$ cat src/rtl/mdios_cfg.svh
`ifndef MDIOS_CFG_SVH
`define MDIOS_CFG_SVH
`define MDIOS_PRE_BITS 6'd32
`define MDIOS_START_PAT 2'b01
`define MDIOS_OP_READ 2'b10
`define MDIOS_OP_WRITE 2'b01
`define MDIOS_TA_WRITE 2'b10
`define MDIOS_NUM_PORTS 4'd8
`define MDIOS_ADDR_BITS 4'd5
`define MDIOS_DATA_BITS 5'd16
`define MDIOS_RD_DRIVE_BITS 5'd17
`define MDIOS_MDC_MAX_MHZ 25
`define MDIOS_CLK_MHZ 100
// least clk cycles per mdc bit at top rate
`define MDIOS_MIN_BIT_CYC ((`MDIOS_CLK_MHZ + `MDIOS_MDC_MAX_MHZ - 1) / `MDIOS_MDC_MAX_MHZ)
`endif

$ cat src/rtl/mdios_pkg.sv
package mdios_pkg;
  typedef enum logic [2:0] {
    MDIOS_PRE, MDIOS_ST, MDIOS_OP, MDIOS_HDR, MDIOS_TA, MDIOS_DATA,
    MDIOS_CLOSE
  } mdios_state_t;
endpackage : mdios_pkg

$ cat src/rtl/mdios_slave.sv
`timescale 1ns/1ps
`include "mdios_cfg.svh"
module mdios_slave
  import mdios_pkg::*;
(
  input wire logic core_clk,
  input wire logic rst,
  input wire logic mdc,
  input wire logic mdio_i,
  output logic mdio_o,
  output logic mdio_oe,
  input wire logic [4:0] port_base_address_pins,
  output logic [2:0] reg_port_q,
  output logic [4:0] reg_addr_q,
  output logic [15:0] wr_data_q,
  output logic wr_stb_q,
  output logic rd_req_q,
  input wire logic [15:0] rd_data
);

////////////////////////////////////////////////////////////////////////////
// pin synchronisers and strap capture

  logic mdc_s1_q, mdc_s2_q, mdc_s3_q;
  logic dat_s1_q, dat_s2_q;
  logic [4:0] base_s1_q, base_q;

  always_ff @(posedge core_clk) begin
    mdc_s1_q <= mdc;
    mdc_s2_q <= mdc_s1_q;
    mdc_s3_q <= mdc_s2_q;
    dat_s1_q <= mdio_i;
    dat_s2_q <= dat_s1_q;
    base_s1_q <= port_base_address_pins;
    base_q <= base_s1_q;
  end

  // mdc is slow (4+ clk per bit), so data synced alongside stays aligned
  wire mdc_rise = mdc_s2_q && !mdc_s3_q;
  wire bit_in = dat_s2_q;

////////////////////////////////////////////////////////////////////////////
// frame decoder

  mdios_state_t st_q, st_d;
  logic [5:0] ones_q;
  logic [4:0] cnt_q;
  logic first_q;
  logic is_rd_q;
  logic [9:0] hdr_q;
  logic [15:0] sh_q;
  logic drv_q, drv_val_q;
  logic match_q;

  // port judged at its last bit, before register bits shift in
  wire [4:0] rx_phy = {hdr_q[3:0], bit_in};
  wire [4:0] port_off = 5'(rx_phy - base_q);
  wire port_hit = port_off < 5'(`MDIOS_NUM_PORTS);
  wire pre_ok = ones_q >= `MDIOS_PRE_BITS;
  wire [1:0] two = {first_q, bit_in};

  always_comb begin
    st_d = st_q;
    unique case (st_q)
      MDIOS_PRE: if (!bit_in && pre_ok) st_d = MDIOS_ST;
      MDIOS_ST: st_d = (two == `MDIOS_START_PAT) ? MDIOS_OP : MDIOS_PRE;
      MDIOS_OP: if (cnt_q == 5'd1) begin
        st_d = (two == `MDIOS_OP_READ || two == `MDIOS_OP_WRITE) ?
               MDIOS_HDR : MDIOS_PRE;
      end
      MDIOS_HDR: if (cnt_q == 5'd9) st_d = MDIOS_TA;
      MDIOS_TA: if (cnt_q == 5'd1) st_d = MDIOS_DATA;
      MDIOS_DATA: if (cnt_q == 5'd15) st_d = MDIOS_CLOSE;
      MDIOS_CLOSE: st_d = MDIOS_PRE;
    endcase
  end

  always_ff @(posedge core_clk) begin
    if (rst) begin
      st_q <= MDIOS_PRE;
      ones_q <= 6'h00;
      cnt_q <= 5'h00;
      first_q <= 1'b0;
      is_rd_q <= 1'b0;
      hdr_q <= 10'h000;
      sh_q <= 16'h0000;
      match_q <= 1'b0;
      drv_q <= 1'b0;
      drv_val_q <= 1'b1;
      reg_port_q <= 3'h0;
      reg_addr_q <= 5'h00;
      wr_data_q <= 16'h0000;
      wr_stb_q <= 1'b0;
      rd_req_q <= 1'b0;
    end else begin
      wr_stb_q <= 1'b0;
      rd_req_q <= 1'b0;
      if (mdc_rise) begin
        st_q <= st_d;
        first_q <= bit_in;
        // preamble count of consecutive ones, saturating
        if (!bit_in) ones_q <= 6'h00;
        else if (!pre_ok) ones_q <= 6'(ones_q + 6'h01);
        cnt_q <= (st_d != st_q) ? 5'h00 : 5'(cnt_q + 5'h01);
        if (st_q == MDIOS_OP && cnt_q == 5'd1) begin
          is_rd_q <= (two == `MDIOS_OP_READ);
        end
        if (st_q == MDIOS_HDR) begin
          hdr_q <= {hdr_q[8:0], bit_in};
          if (cnt_q == 5'd4) begin
            match_q <= port_hit;
            reg_port_q <= port_off[2:0];
          end
        end
        if (st_q == MDIOS_HDR && cnt_q == 5'd9) begin
          reg_addr_q <= {hdr_q[3:0], bit_in};
          rd_req_q <= is_rd_q && match_q;
          drv_q <= 1'b0; // first ta bit released
        end
        // rd_data taken at first ta rise: user side has one mdc bit
        if (st_q == MDIOS_TA && cnt_q == 5'd0 && is_rd_q && match_q) begin
          drv_q <= 1'b1;
          drv_val_q <= 1'b0;
          sh_q <= rd_data;
        end
        if (st_q == MDIOS_TA && cnt_q == 5'd1 && drv_q) begin
          drv_val_q <= sh_q[15];
          sh_q <= {sh_q[14:0], 1'b0};
        end
        if (st_q == MDIOS_DATA) begin
          if (drv_q) begin
            drv_val_q <= sh_q[15];
            sh_q <= {sh_q[14:0], 1'b0};
          end else begin
            sh_q <= {sh_q[14:0], bit_in};
          end
          if (cnt_q == 5'd15) drv_q <= 1'b0;
        end
        if (st_q == MDIOS_CLOSE) begin
          // 65th pulse commits the captured write
          if (!is_rd_q && match_q) begin
            wr_data_q <= sh_q;
            wr_stb_q <= 1'b1;
          end
          match_q <= 1'b0;
          drv_val_q <= 1'b1;
        end
      end
    end
  end

  assign mdio_o = drv_val_q;
  assign mdio_oe = drv_q;

  logic [4:0] oe_rises_q;
  always_ff @(posedge core_clk) begin
    if (rst) oe_rises_q <= 5'h00;
    else if (!drv_q) oe_rises_q <= 5'h00;
    else if (mdc_rise) oe_rises_q <= 5'(oe_rises_q + 5'h01);
  end
endmodule : mdios_slave

$ cat config.mk
export PLATFORM = sky130hd
export DESIGN_NAME = mdios_slave
export DESIGN_NICKNAME = d
export VERILOG_FILES = /design/src/rtl/mdios_pkg.sv /design/src/rtl/mdios_slave.sv
export VERILOG_INCLUDE_DIRS = /design/src /design/src/rtl
export SDC_FILE = /design/constraint.sdc
export NUM_CORES = 1
export LEC_CHECK = 0
export ABC_AREA = 1
export CAP_MARGIN = 20
export CORE_MARGIN = 2
export CORE_UTILIZATION = 50
export CTS_CLUSTER_SIZE = 20
export DETAILED_ROUTE_END_ITERATION = 7
export DONT_BUFFER_PORTS = 1
export MAX_ROUTING_LAYER = met4
export PLACE_DENSITY = 0.63
export SETUP_SLACK_MARGIN = 0.1
export SLEW_MARGIN = 20
export SYNTH_ARGS = -nofsm -noshare
export SYNTH_HDL_FRONTEND = slang
export SYNTH_SLANG_ARGS = --single-unit
$ cat constraint.sdc
create_clock -name core_clk -period 2.7 [get_ports core_clk]
set_input_delay 0.135 -clock core_clk [delete_from_list [all_inputs] [get_ports core_clk]]
set_output_delay 0.135 -clock core_clk [all_outputs]
set_load 0.01 [all_outputs]
==> impl_results.md, run 1 <==
- Synth Register Bits: 80
- Antenna violations before repair: 0
- Net Sw Frac: 23.59%
- Seq pwr share: 52.4%
- Drt drc: 0
- Worst Setup Start Kind: flip-flop
- Row cnt: 30
- WP data required: 2.94 ns
- Clk root buf: clkbuf_8
- Placed cell count: 540
- Net switching power: 0.5488 mW
- Clock buffer depth: 2
- Final GP Congestion: 0.8624
- Total negative slack: 0 ns
- DIE HEIGHT: 87.69 µm
- CTS tree: done
- Final hold violations: 0
- IO Pins: 53
- WP data arrival: 2.43 ns
- Layout net count: 501
- Starting Density: 51.55%
- Reg2reg end: sh_q[2]$_SDFFE_PP0P_
- Reg2reg setup slack: 0.51 ns
- Commonest non-fill, non-tap cell in the layout: dfxtp_1
- DRT iter0 DRCs: 195
- Final WL: 7534 µm
- PwrDens: 602.0 nW/µm²
- Area Overhead vs Synth: 10.36%
- Port Buf Inserts: 0
- Core area: 6794 µm²
- First-pass GRT wire length: 12580 µm
- Setup Skew: 0.01168 ns
- Crit path max fanout: 19
- Die ar.: 7690 µm²
- CP Capture Point: sh_q[2]$_SDFFE_PP0P_
- Ant. Diodes: 0
- Die Wd: 87.69 µm
- Vias in the first global route: 2736
- Largest net degree at the start of global routing: 28
- CTS clk-pin slew, worst paths: 0.09 ns
- Clock Sinks: 80
- Post-Layout Cell Count: 563
- Min cycle time layout: 2.192 ns
- Tightest Pin Transition: 0.7221 ns
- Crit. End Element: flip-flop
- Fin crit share: 81.20%
- Pins over their slew limit: 0
- Grt ovf: 0
- Area post-placement: 3570 µm²
- Worst r2r src: cnt_q[1]$_SDFFE_PP0P_
- DP HPWL: 5262 µm
- Synth cell types: 35
- Clock power share: 41.3%
- Synth Instances: 456
- Syn nets: 494
- Setup ws final: 0.5076 ns
- Int Pwr: 1.778 mW
- HP Class: in2reg
- Share of cells above drive strength 1: 10.28%
- H-tree Lvls: 3
- Reg2Reg Depth: 9
- Relative slew slack: 51.35%
- Design area: 3865 µm²
- Detail Route Antenna Nets: 0
- Total number of vias: 2937
- Status: finished, final reports clean
- Seq/Total Area, Yosys: 45.73%
- Peak Freq: 456.1 MHz
- Worst VDD drop: 0.0004069 V
- Ys Warns: 0
- Lkg Pwr: 1.688 nW
- Total GRT Usage: 21.36%
- Final setup violation count: 0
- Drt first pass iters: 4
- CP startpoint: cnt_q[1]$_SDFFE_PP0P_
- Max_cap viols: 0
- RSZ-0062 raised after global routing: no
- Worst slack, placed: 0.5429 ns
- WHS Path Cells: 4
- Number of buffers created by CTS: 9
- Avg Vias per Cell: 5.217
- WL/cell: 13.38 µm
- Later-pin clock latency in the skew report: 0.35 ns
- Synth Area per Inst: 7.680 µm²
- Worst Setup Path Type: reg2reg
- Mapped cell area: 3502 µm²
- Most frequent cells in the layout: dfxtp_1 (80), nor2_1 (79), nand2_1 (74)
- Logic pwr share: 6.2%
## cells in the mapped netlist (all sizes together)
master   n  area (µm²)
nor2    92       387.9
dfxtp   80        1602
nand2   76       290.3
o21ai   60       300.3
inv     38       145.1
nand3   35       187.7
a21oi   18       90.09
ha      12       150.1
buf      9       56.30
clkbuf   7       26.28
xor2     6       52.55
nand4    5       37.53
nor3     4       31.28
a211oi   2       15.01
a221oi   2       17.52
o211ai   2       15.01
a31oi    1       21.27
clkinv   1       5.000
fa       1       20.02
nor4     1       21.27
o21a     1       7.510
o31ai    1       7.510
or2      1       6.260
xnor2    1       8.760
## metal layers
metal,vias up,routed length [µm],track usage (%)
met3,10,369,5.749
met5,-,0,-
met1,1358,3620,28.14
li1,1502,-,-
met2,67,3451,32.16
met4,0,93,6.434
## cell families (layout without fill, tap and decap cells)
| group | count (synthesis) | after routing | synth area share, % |
|---|---|---|---|
| simple gates | 214 | 214 | 27.47 |
| compound gates | 87 | 87 | 13.54 |
| flops | 80 | 80 | 45.73 |
| buf+inv | 55 | 66 | 6.645 |
| fa+ha+maj | 13 | 13 | 4.859 |
| xor+xnor | 7 | 7 | 1.751 |
## repair_timing
item	CTS	global route
endpoints found under the hold margin	19	0
resized for setup	0	0
buffers inserted	0	0
hold buffers	8	0
## state kept, by name, summed over array words and instances, names as in the netlist, 4 cells and up
register	flops
ones_q	6
wr_data_q	16
sh_q	16
base_s1_q	5
base_q	5
hdr_q	4
reg_addr_q	5
cnt_q	5
## worst max-delay path, cell delays in order (launching register included)
cell and delay, ns:
dfxtp_1 0.33, inv_1 0.09, ha_1 0.18, nand2_1 0.11, nor2_4 0.16, nand3_4 0.22, a31oi_4 0.57, inv_4 0.21
nor2_1 0.14, nor2_1 0.06
## layout make-up
cell class | instances | area, µm²
tap | 96 | 120.1
multi-input combinational | 321 | 1668
sequential | 80 | 1602
fill | 637 | 2929
timing repair buffer | 12 | 110.1
clock inverter | 6 | 91.34
inverter | 39 | 150.1
clock buffer | 9 | 123.9
## power by group through the flow
stage                     Combinational (mW)  Sequential [mW]  Clock, mW
after CTS                              0.146             1.22      0.987
after global placement                 0.132             1.25          0
after detailed placement               0.133             1.25          0
after global routing                   0.165             1.22       1.04
final                                  0.145             1.22      0.962
after floorplan                        0.112             1.24          0
## how the worst min path moves through the flow
stage,endpoint,from
floorplan,base_s1_q[0]$_DFF_P_,port_base_address_pins[0]
global placement,base_s1_q[0]$_DFF_P_,port_base_address_pins[0]
detailed placement,base_s1_q[1]$_DFF_P_,port_base_address_pins[1]
CTS,sh_q[3]$_SDFFE_PP0P_,rd_data[3]
global route,sh_q[3]$_SDFFE_PP0P_,rd_data[3]
finish,sh_q[3]$_SDFFE_PP0P_,rd_data[3]
## per-stage QoR
step	hold WS (ns)	util (%)	power [mW]
4_1_cts	0.03755	56.89	2.353
6_report	0.05365	56.89	2.327
5_1_grt	0.07321	56.89	2.431
3_3_place_gp	0.1628	52.54	1.379
3_5_place_dp	0.1628	52.54	1.381
2_1_floorplan	0.1627	-	1.353
(Power assumes the default switching activity.)
==> inputs of run 2 (changes only) <==
Settings changed: PLACE_DENSITY 0.63 to 0.66.
Clock period 2.7 ns to 1.8 ns, I/O delays scaled along.
==> run 2 against run 1 <==
Hold slack got worse by 0.053 ns. Combinational power grew 82%. Count of clock-buffer cells in the layout is 2 higher. Utilization grew 4.8 points. Via count is 5.1% higher. Clock skew shrank 0.00069 ns. Final area grew 8.4%. Sequential share of layout area fell by 2.8 points. Global-route usage rose by 0.89 points. Flip-flop and latch count unchanged. Largest cell class unchanged. Largest power group unchanged.
==> impl_results.md, run 2 (same netlist as run 1, synthesis figures left out) <==
- Reg2reg setup slack: 0.04 ns
- Total number of vias: 3086
- Drt drc: 0
- Setup Skew: 0.01099 ns
- Commonest non-fill, non-tap cell in the layout: dfxtp_1
- Hold Crit Start: rd_data[5]
- DP HPWL: 5372 µm
- Final WL: 8175 µm
- IO Pins: 53
- PwrDens: 811.2 nW/µm²
- Fin crit share: 97.63%
- Top cell by count, worst path: nand2_1
- Share of cells above drive strength 1: 21.89%
- Worst slack, placed: 0.01061 ns
- CP max stage cell: dfxtp_4
- WP data arrival: 2.00 ns
- Core area: 6794 µm²
- Grt ovf: 0
- Worst Setup Start Kind: flip-flop
- Crit path max fanout: 5
- WP data required: 2.05 ns
- Clock Sinks: 80
- Total negative slack: 0 ns
- Crit. End Element: flip-flop
- Status: finished, final reports clean
- Reg2Reg Depth: 15
- Setup ws final: 0.04262 ns
- Max_cap viols: 0
- Final hold violations: 0
- Detail Route Antenna Nets: 0
- Clock buffer depth: 2
- Tightest Pin Transition: 0.6706 ns
- Pins over their slew limit: 0
- Regs by FF count: sh_q x16, wr_data_q x16, ones_q x6
- DIE HEIGHT: 87.69 µm
- Ant. Diodes: 0
- HP Class: in2reg
- Antenna violations before repair: 0
- Logic pwr share: 7.8%
- Post-layout util: 61.64%
- Seq pwr share: 53.8%
- Min cycle time layout: 1.757 ns
- Number of buffers created by CTS: 9
- DRT iter0 DRCs: 234
- Worst Setup Path Type: reg2reg
- Crit path largest cell delay: 0.37 ns
- Net Sw Frac: 24.97%
- Total GRT Usage: 22.26%
- WHS Path Cells: 4
- Die Wd: 87.69 µm
- Int Pwr: 2.549 mW
- Peak Freq: 569.0 MHz
- WL/cell: 13.76 µm
- Relative slew slack: 54.82%
- Vias in the first global route: 2761
- Net switching power: 0.8483 mW
- Most frequent cells in the layout: dfxtp_1 (74), nand2_1 (69), nor2_1 (69)
- Area post-placement: 3697 µm²
- CTS tree: done
- Row cnt: 30
- Design area: 4188 µm²
- H-tree Lvls: 3
- CP cell instances: inv_2, ha_2, inv_1, nor2_2, nand3_1, nand2_1, nand2_1, nor2_2, nand3_1, nand2_1, inv_1, nand2_1, nand2_1, nand2_2, nor2_1
- Clk root buf: clkbuf_8
- Die ar.: 7690 µm²
- CTS clk-pin slew, worst paths: 0.09 ns
- Area Overhead vs Synth: 19.58%
- First-pass GRT wire length: 12930 µm
- Clock power share: 38.4%
- Later-pin clock latency in the skew report: 0.36 ns
- Final setup violation count: 0
- Starting Density: 51.55%
- Final hold slack: 0.0008727 ns
- Final GP Congestion: 0.9141
- Port Buf Inserts: 0
- Lkg Pwr: 1.818 nW
- Layout net count: 531
- Hold EP: sh_q[5]$_SDFFE_PP0P_
- Largest net degree at the start of global routing: 21
- Avg Vias per Cell: 5.195
- Worst VDD drop: 0.0006092 V
- Reg2reg end: cnt_q[3]$_SDFFE_PP0P_
- Worst r2r src: cnt_q[1]$_SDFFE_PP0P_
- CP startpoint: cnt_q[1]$_SDFFE_PP0P_
- RSZ-0062 raised after global routing: yes
- Drt first pass iters: 5
-- run 2: cell count changes in the layout (fill, tap and decap cells not counted), sizes merged --
cell	change
buf	+28
clkbuf	+3
clkinvlp	+3
inv	-3
bufinv	-1
dlygate4sd3	+1
-- run 2: metrics by stage --
| stage | power (mW) | std cells |
|---|---|---|
| finish | 3.397 | 594 |
| floorplan | 2.030 | 456 |
| CTS | 3.387 | 585 |
| detailed placement | 2.086 | 557 |
| global route | 3.539 | 594 |
| global placement | 2.086 | 557 |
-- run 2: final cells by class --
cell class,count,area (µm²)
multi-input combinational,321,1755
tap,96,120.1
clock inverter,5,57.56
timing repair buffer,42,349.1
inverter,39,157.7
fill,625,2606
clock buffer,11,131.4
sequential,80,1617
-- run 2: timing repair --
item | CTS | global route
hold endpoints to repair | 20 | 0
pin swaps | 3 | 13
hold buffers | 9 | 0
setup buffers | 3 | 10
endpoints found under the setup margin | 21 | 49
gates resized for setup | 8 | 40
-- run 2: worst max path at each step --
| stage | slack, ns | cells past startpoint | endpoint |
|---|---|---|---|
| 3_3_place_gp | 0.08 | 14 | cnt_q[1]$_SDFFE_PP0P_ |
| 6_report | 0.04 | 15 | cnt_q[3]$_SDFFE_PP0P_ |
| 4_1_cts | 0.09 | 6 | reg_port_q[2]$_SDFFE_PP0P_ |
| 3_5_place_dp | 0.01 | 14 | cnt_q[4]$_SDFFE_PP0P_ |
| 2_1_floorplan | 0.14 | 7 | match_q$_SDFFE_PP0P_ |
| 5_1_grt | -0.07 | 15 | cnt_q[1]$_SDFFE_PP0P_ |
-- run 2: per-layer routing --
metal,global-route usage (%),routed length [µm]
met1,28.65,3817
met2,33.95,3728
met3,5.844,513
met4,7.552,116
met5,-,0
-- run 2: power by group through the flow --
stage / Clock, mW / Sequential (mW) / Combinational, mW
global placement: 0 / 1.87 / 0.218
detailed placement: 0 / 1.87 / 0.218
finish: 1.30 / 1.83 / 0.264
floorplan: 0 / 1.86 / 0.168
CTS: 1.32 / 1.83 / 0.242
global route: 1.41 / 1.83 / 0.297
-- run 2: worst max-delay path, delay by kind of cell (launching register included) --
| kind | cells | cell delay, ns |
|---|---|---|
| flops | 1 | 0.37 |
| simple gates | 11 | 0.94 |
| buf+inv | 3 | 0.16 |
| fa+ha+maj | 1 | 0.17 |
